--- config.mk ---
export PLATFORM = sky130hd
export DESIGN_NAME = peripheral_pin_remap
export DESIGN_NICKNAME = d
export VERILOG_FILES = /design/src/hdl/pin_remap_pkg.sv /design/src/hdl/peripheral_pin_remap.sv
export SDC_FILE = /design/constraint.sdc
export NUM_CORES = 1
export LEC_CHECK = 0
export BUFFER_PORTS_ARGS = -buffer_cell sky130_fd_sc_hd__buf_2
export CAP_MARGIN = 25
export CORE_ASPECT_RATIO = 1.4
export CORE_MARGIN = 2
export CORE_UTILIZATION = 64
export CTS_CLUSTER_SIZE = 24
export DETAILED_ROUTE_END_ITERATION = 10
export PLACE_DENSITY = 0.88
export SKIP_CTS_REPAIR_TIMING = 1
export SYNTH_ARGS = -nofsm -noshare
export SYNTH_HDL_FRONTEND = slang
export SYNTH_SLANG_ARGS = --single-unit
--- constraint.sdc ---
create_clock -name pclk -period 3.25 [get_ports pclk]
set_input_delay 0.1625 -clock pclk [delete_from_list [all_inputs] [get_ports pclk]]
set_output_delay 0.1625 -clock pclk [all_outputs]
set_load 0.03 [all_outputs]
--- src/hdl/pin_remap_pkg.sv ---
/*
 * Constants for the remappable pin multiplexer: register map, selector
 * codes, peripheral input indices and pad grouping.
 * Assumes a 32-bit APB slave with 12 address bits; pads are numbered
 * group*8 + position, where the position equals the input selector code.
 */
`default_nettype none
package pin_remap_pkg;
    // ========================================================
    // register map
    localparam int ADDR_W = 12;
    localparam logic [11:0] IN_SEL_BASE = 12'h000;
    localparam logic [11:0] OUT_SEL_BASE = 12'h100;
    localparam logic [11:0] IN_LEVEL_ADDR = 12'h200;
    localparam logic [11:0] PAD_LEVEL_ADDR = 12'h204;
    localparam logic [11:0] PAD_OE_ADDR = 12'h208;
    localparam logic [3:0] SEL_RESET = 4'h0;
    localparam int SEL_W = 4;
    localparam int NUM_IN_FUNC = 24;
    localparam int NUM_PADS = 32;
    // ========================================================
    // peripheral input indices (register index = byte offset / 4)
    localparam int FN_EXT_IRQ4 = 0;
    localparam int FN_TMR2_CLK = 1;
    localparam int FN_CAPTURE4 = 2;
    localparam int FN_SPI1_SLAVE_SEL = 3;
    localparam int FN_REFCLK_IN = 4;
    localparam int FN_EXT_IRQ3 = 5;
    localparam int FN_TMR3_CLK = 6;
    localparam int FN_CAPTURE3 = 7;
    localparam int FN_UART1_CTS = 8;
    localparam int FN_UART2_RX = 9;
    localparam int FN_SPI1_DIN = 10;
    localparam int FN_EXT_IRQ2 = 11;
    localparam int FN_TMR4_CLK = 12;
    localparam int FN_CAPTURE1 = 13;
    localparam int FN_CAPTURE5 = 14;
    localparam int FN_UART1_RX = 15;
    localparam int FN_UART2_CTS = 16;
    localparam int FN_SPI2_DIN = 17;
    localparam int FN_FAULT_B = 18;
    localparam int FN_EXT_IRQ1 = 19;
    localparam int FN_TMR5_CLK = 20;
    localparam int FN_CAPTURE2 = 21;
    localparam int FN_SPI2_SLAVE_SEL = 22;
    localparam int FN_FAULT_A = 23;
    // ========================================================
    // input selector codes that name a pad, one mask per group
    localparam logic [7:0] IN_VALID_G0 = 8'hFF;
    localparam logic [7:0] IN_VALID_G1 = 8'hFF;
    localparam logic [7:0] IN_VALID_G2 = 8'hF9;
    localparam logic [7:0] IN_VALID_G3 = 8'hFF;
    // ========================================================
    // output selector codes
    localparam logic [3:0] OUT_NC = 4'h0;
    localparam logic [3:0] OUT_UART1_TX = 4'h1;
    localparam logic [3:0] OUT_UART2_RTS = 4'h2;
    localparam logic [3:0] OUT_SPI1_SS = 4'h3;
    localparam logic [3:0] OUT_COMP2 = 4'h7;
    localparam logic [3:0] OUT_SPI1_DOUT = 4'h3;
    localparam logic [3:0] OUT_SPI2_DOUT = 4'h4;
    localparam logic [3:0] OUT_OCMP = 4'h5;
    localparam logic [3:0] OUT_SPI2_SS = 4'h4;

    function automatic logic [1:0] in_group(input int idx);
        if (idx <= FN_REFCLK_IN) begin
            return 2'h0;
        end else if (idx <= FN_SPI1_DIN) begin
            return 2'h1;
        end else if (idx <= FN_FAULT_B) begin
            return 2'h2;
        end
        return 2'h3;
    endfunction
endpackage
`default_nettype wire

--- src/hdl/peripheral_pin_remap.sv ---
/*
 * Remappable pin multiplexer with its selector registers on APB.
 * Assumes pad inputs and peripheral outputs are synchronous to pclk;
 * every routed signal is registered once on its way through.
 */
// The implementer's own choices: the register addresses and the APB interface to the registers.
`timescale 1ns/1ps
`default_nettype none
module peripheral_pin_remap (
    input wire logic pclk,
    input wire logic presetn,
    input wire logic psel,
    input wire logic penable,
    input wire logic pwrite,
    input wire logic [11:0] paddr,
    input wire logic [31:0] pwdata,
    input wire logic [3:0] pstrb,
    output logic [31:0] prdata,
    output logic pready,
    output logic pslverr,
    input wire logic [31:0] pad_in,
    output logic [31:0] pad_out,
    output logic [31:0] pad_oe,
    input wire logic uart1_tx,
    input wire logic uart2_rts,
    input wire logic spi1_slave_sel_drv,
    input wire logic comparator2_out,
    input wire logic spi1_dout,
    input wire logic spi2_dout,
    input wire logic out_cmp2,
    input wire logic out_cmp3,
    input wire logic out_cmp4,
    input wire logic spi2_slave_sel_drv,
    output logic ext_irq4,
    output logic tmr2_clk,
    output logic capture4,
    output logic spi1_slave_sel,
    output logic refclk_in,
    output logic ext_irq3,
    output logic tmr3_clk,
    output logic capture3,
    output logic uart1_cts,
    output logic uart2_rx,
    output logic spi1_din,
    output logic ext_irq2,
    output logic tmr4_clk,
    output logic capture1,
    output logic capture5,
    output logic uart1_rx,
    output logic uart2_cts,
    output logic spi2_din,
    output logic fault_b,
    output logic ext_irq1,
    output logic tmr5_clk,
    output logic capture2,
    output logic spi2_slave_sel,
    output logic fault_a
);
    // ========================================================
    // state
    typedef struct packed {
        logic [23:0][3:0] in_sel;
        logic [31:0][3:0] out_sel;
        logic [23:0] fin;
        logic [31:0] pad_out;
        logic [31:0] pad_oe;
        logic [31:0] prdata;
        logic pready;
        logic pslverr;
    } state_type;

    state_type st_r;
    state_type st_nxt;

    logic setup_phase;
    logic write_take;
    logic [4:0] reg_idx;
    logic in_hit;
    logic out_hit;
    logic stat_hit;
    logic [1:0] grp;
    logic [2:0] pos;
    logic [7:0] valid_mask;
    logic [3:0] code;
    logic [31:0] pad_nxt_v;
    logic [31:0] pad_nxt_oe;

    // ========================================================
    // decode
    assign setup_phase = psel && !penable;
    // the write lands only at the completing edge, never in setup
    assign write_take = psel && penable && st_r.pready && pwrite && !st_r.pslverr;
    assign reg_idx = paddr[6:2];
    assign in_hit = (paddr[11:7] == pin_remap_pkg::IN_SEL_BASE[11:7]) && (paddr[1:0] == 2'h0)
                    && (reg_idx < 5'(pin_remap_pkg::NUM_IN_FUNC));
    assign out_hit = (paddr[11:7] == pin_remap_pkg::OUT_SEL_BASE[11:7]) && (paddr[1:0] == 2'h0);
    assign stat_hit = (paddr == pin_remap_pkg::IN_LEVEL_ADDR) || (paddr == pin_remap_pkg::PAD_LEVEL_ADDR)
                      || (paddr == pin_remap_pkg::PAD_OE_ADDR);

    // ========================================================
    // next state
    always_comb begin
        st_nxt = st_r;
        grp = 2'h0;
        pos = 3'h0;
        valid_mask = 8'h00;
        code = 4'h0;
        pad_nxt_v = 32'h0000_0000;
        pad_nxt_oe = 32'h0000_0000;

        // zero wait state: pready rises in the cycle after setup
        st_nxt.pready = setup_phase;
        if (setup_phase) begin
            st_nxt.pslverr = !(in_hit || out_hit || stat_hit);
            st_nxt.prdata = 32'h0000_0000;
            if (!pwrite) begin
                if (in_hit) begin
                    st_nxt.prdata = {28'h0, st_r.in_sel[reg_idx]};
                end else if (out_hit) begin
                    st_nxt.prdata = {28'h0, st_r.out_sel[reg_idx]};
                end else if (paddr == pin_remap_pkg::IN_LEVEL_ADDR) begin
                    st_nxt.prdata = {8'h0, st_r.fin};
                end else if (paddr == pin_remap_pkg::PAD_LEVEL_ADDR) begin
                    st_nxt.prdata = st_r.pad_out;
                end else if (paddr == pin_remap_pkg::PAD_OE_ADDR) begin
                    st_nxt.prdata = st_r.pad_oe;
                end
            end
        end else if (!psel) begin
            st_nxt.pslverr = 1'b0;
        end

        // selectors live in byte lane 0; other lanes have nothing to hold
        if (write_take && pstrb[0]) begin
            if (in_hit) begin
                st_nxt.in_sel[reg_idx] = pwdata[3:0];
            end else if (out_hit) begin
                st_nxt.out_sel[reg_idx] = pwdata[3:0];
            end
        end

        // ====================================================
        // input routing: the code's low bits are the pad position
        for (int i = 0; i < pin_remap_pkg::NUM_IN_FUNC; i++) begin
            grp = pin_remap_pkg::in_group(i);
            code = st_r.in_sel[i];
            pos = code[2:0];
            unique case (grp)
                2'h0: valid_mask = pin_remap_pkg::IN_VALID_G0;
                2'h1: valid_mask = pin_remap_pkg::IN_VALID_G1;
                2'h2: valid_mask = pin_remap_pkg::IN_VALID_G2;
                2'h3: valid_mask = pin_remap_pkg::IN_VALID_G3;
            endcase
            // reserved codes hold the peripheral input low
            if (!code[3] && valid_mask[pos]) begin
                st_nxt.fin[i] = pad_in[{grp, pos}];
            end else begin
                st_nxt.fin[i] = 1'b0;
            end
        end

        // ====================================================
        // output routing
        for (int p = 0; p < pin_remap_pkg::NUM_PADS; p++) begin
            code = st_r.out_sel[p];
            grp = 2'(p / 8);
            unique case (grp)
                2'h0: begin
                    unique case (code)
                        pin_remap_pkg::OUT_UART1_TX: pad_nxt_v[p] = uart1_tx;
                        pin_remap_pkg::OUT_UART2_RTS: pad_nxt_v[p] = uart2_rts;
                        pin_remap_pkg::OUT_SPI1_SS: pad_nxt_v[p] = spi1_slave_sel_drv;
                        pin_remap_pkg::OUT_COMP2: pad_nxt_v[p] = comparator2_out;
                        default: pad_nxt_v[p] = 1'b0;
                    endcase
                    pad_nxt_oe[p] = (code == pin_remap_pkg::OUT_UART1_TX) || (code == pin_remap_pkg::OUT_UART2_RTS)
                                    || (code == pin_remap_pkg::OUT_SPI1_SS) || (code == pin_remap_pkg::OUT_COMP2);
                end
                2'h1, 2'h2: begin
                    unique case (code)
                        pin_remap_pkg::OUT_SPI1_DOUT: pad_nxt_v[p] = spi1_dout;
                        pin_remap_pkg::OUT_SPI2_DOUT: pad_nxt_v[p] = spi2_dout;
                        pin_remap_pkg::OUT_OCMP: pad_nxt_v[p] = (grp == 2'h1) ? out_cmp2 : out_cmp4;
                        default: pad_nxt_v[p] = 1'b0;
                    endcase
                    pad_nxt_oe[p] = (code == pin_remap_pkg::OUT_SPI1_DOUT) || (code == pin_remap_pkg::OUT_SPI2_DOUT)
                                    || (code == pin_remap_pkg::OUT_OCMP);
                end
                2'h3: begin
                    unique case (code)
                        pin_remap_pkg::OUT_SPI2_SS: pad_nxt_v[p] = spi2_slave_sel_drv;
                        pin_remap_pkg::OUT_OCMP: pad_nxt_v[p] = out_cmp3;
                        default: pad_nxt_v[p] = 1'b0;
                    endcase
                    pad_nxt_oe[p] = (code == pin_remap_pkg::OUT_SPI2_SS) || (code == pin_remap_pkg::OUT_OCMP);
                end
            endcase
        end
        // unlisted codes fall to default: released and low, like no-connect
        st_nxt.pad_out = pad_nxt_v;
        st_nxt.pad_oe = pad_nxt_oe;
    end

    // ========================================================
    // registers
    always_ff @(posedge pclk or negedge presetn) begin
        if (!presetn) begin
            st_r <= '0;
        end else begin
            st_r <= st_nxt;
        end
    end

    // ========================================================
    // outputs
    assign prdata = st_r.prdata;
    assign pready = st_r.pready;
    assign pslverr = st_r.pslverr;
    assign pad_out = st_r.pad_out;
    assign pad_oe = st_r.pad_oe;
    assign ext_irq4 = st_r.fin[pin_remap_pkg::FN_EXT_IRQ4];
    assign tmr2_clk = st_r.fin[pin_remap_pkg::FN_TMR2_CLK];
    assign capture4 = st_r.fin[pin_remap_pkg::FN_CAPTURE4];
    assign spi1_slave_sel = st_r.fin[pin_remap_pkg::FN_SPI1_SLAVE_SEL];
    assign refclk_in = st_r.fin[pin_remap_pkg::FN_REFCLK_IN];
    assign ext_irq3 = st_r.fin[pin_remap_pkg::FN_EXT_IRQ3];
    assign tmr3_clk = st_r.fin[pin_remap_pkg::FN_TMR3_CLK];
    assign capture3 = st_r.fin[pin_remap_pkg::FN_CAPTURE3];
    assign uart1_cts = st_r.fin[pin_remap_pkg::FN_UART1_CTS];
    assign uart2_rx = st_r.fin[pin_remap_pkg::FN_UART2_RX];
    assign spi1_din = st_r.fin[pin_remap_pkg::FN_SPI1_DIN];
    assign ext_irq2 = st_r.fin[pin_remap_pkg::FN_EXT_IRQ2];
    assign tmr4_clk = st_r.fin[pin_remap_pkg::FN_TMR4_CLK];
    assign capture1 = st_r.fin[pin_remap_pkg::FN_CAPTURE1];
    assign capture5 = st_r.fin[pin_remap_pkg::FN_CAPTURE5];
    assign uart1_rx = st_r.fin[pin_remap_pkg::FN_UART1_RX];
    assign uart2_cts = st_r.fin[pin_remap_pkg::FN_UART2_CTS];
    assign spi2_din = st_r.fin[pin_remap_pkg::FN_SPI2_DIN];
    assign fault_b = st_r.fin[pin_remap_pkg::FN_FAULT_B];
    assign ext_irq1 = st_r.fin[pin_remap_pkg::FN_EXT_IRQ1];
    assign tmr5_clk = st_r.fin[pin_remap_pkg::FN_TMR5_CLK];
    assign capture2 = st_r.fin[pin_remap_pkg::FN_CAPTURE2];
    assign spi2_slave_sel = st_r.fin[pin_remap_pkg::FN_SPI2_SLAVE_SEL];
    assign fault_a = st_r.fin[pin_remap_pkg::FN_FAULT_A];

    // ========================================================
    // checks
    a_g0_low_codes: assert property (
        @(posedge pclk) disable iff (!presetn)
        (st_r.in_sel[0] == 4'h0) |=> (ext_irq4 == $past(pad_in[0]))
    ) else $error("ext_irq4 not routed from pad A0");

    a_g0_code_one: assert property (
        @(posedge pclk) disable iff (!presetn)
        (st_r.in_sel[4] == 4'h1) && $stable(st_r.in_sel[4]) |=> (refclk_in == $past(pad_in[1]))
    ) else $error("refclk_in not routed from pad B3");

    a_g0_mid_codes: assert property (
        @(posedge pclk) disable iff (!presetn)
        (st_r.in_sel[1] >= 4'h2) && (st_r.in_sel[1] <= 4'h7)
        |=> (tmr2_clk == $past(pad_in[st_r.in_sel[1][2:0]]))
    ) else $error("tmr2_clk routed from wrong pad");

    a_g1_route: assert property (
        @(posedge pclk) disable iff (!presetn)
        (st_r.in_sel[9] < 4'h8) |=> (uart2_rx == $past(pad_in[{2'h1, st_r.in_sel[9][2:0]}]))
    ) else $error("uart2_rx routed from wrong pad");

    a_g2_route: assert property (
        @(posedge pclk) disable iff (!presetn)
        ((st_r.in_sel[15] == 4'h0) || ((st_r.in_sel[15] >= 4'h3) && (st_r.in_sel[15] <= 4'h7)))
        |=> (uart1_rx == $past(pad_in[{2'h2, st_r.in_sel[15][2:0]}]))
    ) else $error("uart1_rx routed from wrong pad");

    a_g3_route: assert property (
        @(posedge pclk) disable iff (!presetn)
        (st_r.in_sel[23] < 4'h8) |=> (fault_a == $past(pad_in[{2'h3, st_r.in_sel[23][2:0]}]))
    ) else $error("fault_a routed from wrong pad");

    a_in_reserved_low: assert property (
        @(posedge pclk) disable iff (!presetn)
        (st_r.in_sel[11][3] || (st_r.in_sel[11] == 4'h1) || (st_r.in_sel[11] == 4'h2)) |=> !ext_irq2
    ) else $error("reserved input code did not hold ext_irq2 low");

    a_pad0_uart: assert property (
        @(posedge pclk) disable iff (!presetn)
        (st_r.out_sel[0] == 4'h1) |=> pad_oe[0] && (pad_out[0] == $past(uart1_tx))
    ) else $error("pad A0 does not carry uart1_tx");

    a_pad7_comp: assert property (
        @(posedge pclk) disable iff (!presetn)
        (st_r.out_sel[7] == 4'h7) |=> pad_oe[7] && (pad_out[7] == $past(comparator2_out))
    ) else $error("pad C5 does not carry comparator2_out");

    a_pad8_ocmp: assert property (
        @(posedge pclk) disable iff (!presetn)
        (st_r.out_sel[8] == 4'h5) |=> pad_oe[8] && (pad_out[8] == $past(out_cmp2))
    ) else $error("pad A1 does not carry out_cmp2");

    a_pad16_spi: assert property (
        @(posedge pclk) disable iff (!presetn)
        (st_r.out_sel[16] == 4'h4) |=> pad_oe[16] && (pad_out[16] == $past(spi2_dout))
    ) else $error("pad A2 does not carry spi2_dout");

    a_pad24_ss: assert property (
        @(posedge pclk) disable iff (!presetn)
        (st_r.out_sel[24] == 4'h4) |=> pad_oe[24] && (pad_out[24] == $past(spi2_slave_sel_drv))
    ) else $error("pad A3 does not carry spi2_slave_sel");

    a_out_reserved_nc: assert property (
        @(posedge pclk) disable iff (!presetn)
        (st_r.out_sel[25][3] || (st_r.out_sel[25] == 4'h3) || (st_r.out_sel[25] == 4'h0))
        |=> !pad_oe[25] && !pad_out[25]
    ) else $error("reserved output code drove pad B14");

    a_sel_write_effect: assert property (
        @(posedge pclk) disable iff (!presetn)
        (write_take && pstrb[0] && (paddr == 12'h100)) |=> (st_r.out_sel[0] == $past(pwdata[3:0]))
        ##1 (pad_oe[0] == ($past(pwdata[3:0], 2) inside {4'h1, 4'h2, 4'h3, 4'h7}))
    ) else $error("selector write did not reroute pad A0 one cycle later");

    a_apb_one_wait: assert property (
        @(posedge pclk) disable iff (!presetn)
        setup_phase |=> pready ##1 !pready || setup_phase
    ) else $error("apb access phase not exactly one cycle");

    a_g1_reserved_low: assert property (
        @(posedge pclk) disable iff (!presetn)
        st_r.in_sel[5][3] |=> !ext_irq3
    ) else $error("reserved input code did not hold ext_irq3 low");

    a_g3_irq_route: assert property (
        @(posedge pclk) disable iff (!presetn)
        (st_r.in_sel[19] < 4'h8) |=> (ext_irq1 == $past(pad_in[{2'h3, st_r.in_sel[19][2:0]}]))
    ) else $error("ext_irq1 routed from wrong pad");

    a_pad1_rts: assert property (
        @(posedge pclk) disable iff (!presetn)
        (st_r.out_sel[1] == 4'h2) |=> pad_oe[1] && (pad_out[1] == $past(uart2_rts))
    ) else $error("pad B3 does not carry uart2_rts");

    a_pad9_spi1: assert property (
        @(posedge pclk) disable iff (!presetn)
        (st_r.out_sel[9] == 4'h3) |=> pad_oe[9] && (pad_out[9] == $past(spi1_dout))
    ) else $error("pad B5 does not carry spi1_dout");

    a_pad17_ocmp: assert property (
        @(posedge pclk) disable iff (!presetn)
        (st_r.out_sel[17] == 4'h5) |=> pad_oe[17] && (pad_out[17] == $past(out_cmp4))
    ) else $error("pad B6 does not carry out_cmp4");

    a_pad26_ocmp: assert property (
        @(posedge pclk) disable iff (!presetn)
        (st_r.out_sel[26] == 4'h5) |=> pad_oe[26] && (pad_out[26] == $past(out_cmp3))
    ) else $error("pad B0 does not carry out_cmp3");

    a_pad18_reserved: assert property (
        @(posedge pclk) disable iff (!presetn)
        ((st_r.out_sel[18] == 4'h1) || (st_r.out_sel[18] == 4'h2)) |=> !pad_oe[18] && !pad_out[18]
    ) else $error("reserved output code drove pad A4");

    a_in_sel_write: assert property (
        @(posedge pclk) disable iff (!presetn)
        (write_take && pstrb[0] && (paddr == 12'h000)) |=> (st_r.in_sel[0] == $past(pwdata[3:0]))
    ) else $error("input selector write did not land");
endmodule
`default_nettype wire

==> reports/metrics.yaml <==
synth_top_area_share_pct: 47.4
met2_length_um: 24900
criticalPathCategory: "flop to flop"
vias: 13400
viasPerCell: 6.75
synth_enable_flop_cells: 0
power_switching_uw: 2170
routabilityCongestion: 0.969
synth.distinct_cells: 62
crit_required_ns: 3.65
status: "finished, final reports clean"
relSlewSlack_pct: 26.9
cts_max_path_buffers: 3
dpl.hpwl_um: 34900
yosysWarnings: 0
holdCritStartpoint: "spi2_slave_sel_drv"
die_x_um: 147
drtAntennaViolNets: 0
cts_root_buffer: "clkbuf_16"
maxCapViolCount: 0
setup_tns_ns: 0
critPathCaptureType: "flop"
cp-start-kind: "flop"
yosysSeqAreaShare_pct: 47.4
dieArea_um2: 29900
syn_inst: 1496
drtIter0Drc: 1629
setup_violations: 0
wl_per_cell_um: 25.6
clk_pin_slew_ns: 0.06
clock-sinks: 346
reg2reg_from: "pslverr"
muxShareOfSynthArea_pct: 29.8
die_h_um: 204
top_layer_used: "met5"
finalWorstPathRequiredPeriod_ns: 2.55
overflow: 0
drt-total-wl_um: 50800
coreArea_um2: 28200
fin_crit_sh_pct: 78.3
synthFlopType: "dfrtp_1"
synth_most_common_cell: "dfrtp_1"
slew_viol_final: 0
synth-compound-area-share_pct: 6.80
p_int_uw: 6940
io_pins: 217
p_seq_share_pct: 47.6
cts_buffers: 34
route.met3.wl_um: 4470
yosys-top-cells-count: "dfrtp_1 (346), mux2_2 (232), mux2i_1 (140)"
grt_pass1_vias: 13300
leakage_uw: 0.00963
layout.nets: 1676
cts_tree: "done"
drive_gt1_share_pct: 36.1
syn_nets: 1591
io_buffers: 183
syn_area_um2: 18200
worst_hold_slack_ns: 0.0242
wl_met1_um: 18000
synth_top_family_by_area: "multiplexers"
crit_start: "pslverr"
drcViolationCount: 0
initial_core_util_pct: 64.7
grt.total_usage_pct: 33.9
synth_seq_cells: 346
first_pass_iters: 6
synth_area_leaders: "dfrtp_1 (47%), mux2_2 (14%), mux2i_1 (7.7%), mux4_2 (7.7%), buf_4 (4.2%)"
crit_fanout: 10
yosysTopAreaCell: "dfrtp_1"
p_clk_share_pct: 45.2
arrival_ns: 2.94
fmax_ghz: 0.393
grt_max_degree: 105
tightest_slew_ns: 1.08
peakVddDrop_v: 0.000398
synth-simple-area-share_pct: 9.77
power.density_nw_per_um2: 454
rsz0062_at_grt: "no"
rows: 73
syn_avg_cell_area_um2: 12.2
area_delta_synth_final_pct: 10.0
antenna_found_initial: 5
synth_xor_area_share_pct: 0
async_flop_share_pct: 100
setup_ws_ns: 0.704
pwr-share-comb_pct: 7.2
p_sw_share_pct: 23.8
hold_class: "primary input to flop"
grt_pass1_wl_um: 77600
finalHoldViolCount: 0
dp_slack_ns: 0.714
clock_latency_ns: 0.54
cts.htree.levels: 2
finClkSkew_ns: 0.0248
synth_fa_ha_area_share_pct: 0
[layout make-up]
type	count	area (um^2)
inverters	20	75.1
flip-flops and latches	346	8660
clock buffers	45	963
diodes	1	2.50
well taps	375	469
multi-input cells	961	8460
repair buffers	218	1260
clock inverters	15	189
fillers	1818	8140
[per-layer routing]
| metal | vias up | global-route usage, % |
|---|---|---|
| met5 | - | 0 |
| met4 | 6 | 18.0 |
| met3 | 230 | 7.05 |
| met2 | 803 | 56.3 |
| met1 | 6745 | 42.1 |
| li1 | 5583 | - |
[worst paths after layout]
kind / end / slack [ns] / cells past startpoint
max in group asynchronous: pad_oe[22] / 2.02 / 3
setup reg to reg: st_r[229] / 0.70 / 5
min in group asynchronous: refclk_in / 0.21 / 2
setup / recovery: st_r[229] / 0.70 / 5
hold / removal: pad_out[24] / 0.02 / 3
hold reg to reg: tmr2_clk / 0.45 / 1
[registers in the layout (all words and copies together), names as in the netlist, 3 cells and up]
register,cells
st_r,217
pad_oe,32
pad_out,32
prdata,32
code,4
pos,3
[power groups by stage]
stage	clock network (uW)	logic (uW)	registers, uW
CTS	4140	641	4340
global route	4320	697	4340
global placement	0	616	4420
floorplan	0	305	4450
detailed placement	0	635	4420
finish	4120	652	4340
[kinds of logic after synthesis]
logic type | count (synthesis)
buf+inv | 189
flops | 346
compound gates | 196
simple gates | 329
mux | 436
[layout by cell type, fill, tap and decap left out, drive strengths merged, types with 15 or more instances in the layout]
| cell type | n |
|---|---|
| a21oi | 51 |
| nor3b | 18 |
| buf | 216 |
| nor2b | 27 |
| dfrtp | 346 |
| clkbuf | 45 |
| a22oi | 37 |
| o21ai | 42 |
| mux4 | 62 |
| o22ai | 18 |
| nand2 | 105 |
| nand2b | 15 |
| inv | 20 |
| nand3b | 15 |
| nor2 | 79 |
| mux2i | 140 |
| mux2 | 234 |
[metrics by stage]
stage | instances | total power (uW) | instance area [um^2] | utilization [%]
2_1_floorplan | 1496 | 4750 | 18200 | -
3_3_place_gp | 1917 | 5030 | 18900 | 66.9
3_5_place_dp | 1918 | 5050 | 18900 | 67.0
4_1_cts | 1978 | 9120 | 20100 | 71.1
5_1_grt | 1980 | 9360 | 20100 | 71.1
6_report | 1981 | 9110 | 20100 | 71.1
[worst max-delay path: stages, from the launching register on]
cell and delay (ns):
dfrtp_1 0.39, and4b_1 0.27, nand3_1 0.33, nor3_1 0.45, nor3b_1 0.58, mux2_2 0.41
No activity file was read; power rests on OpenSTA's default activity.
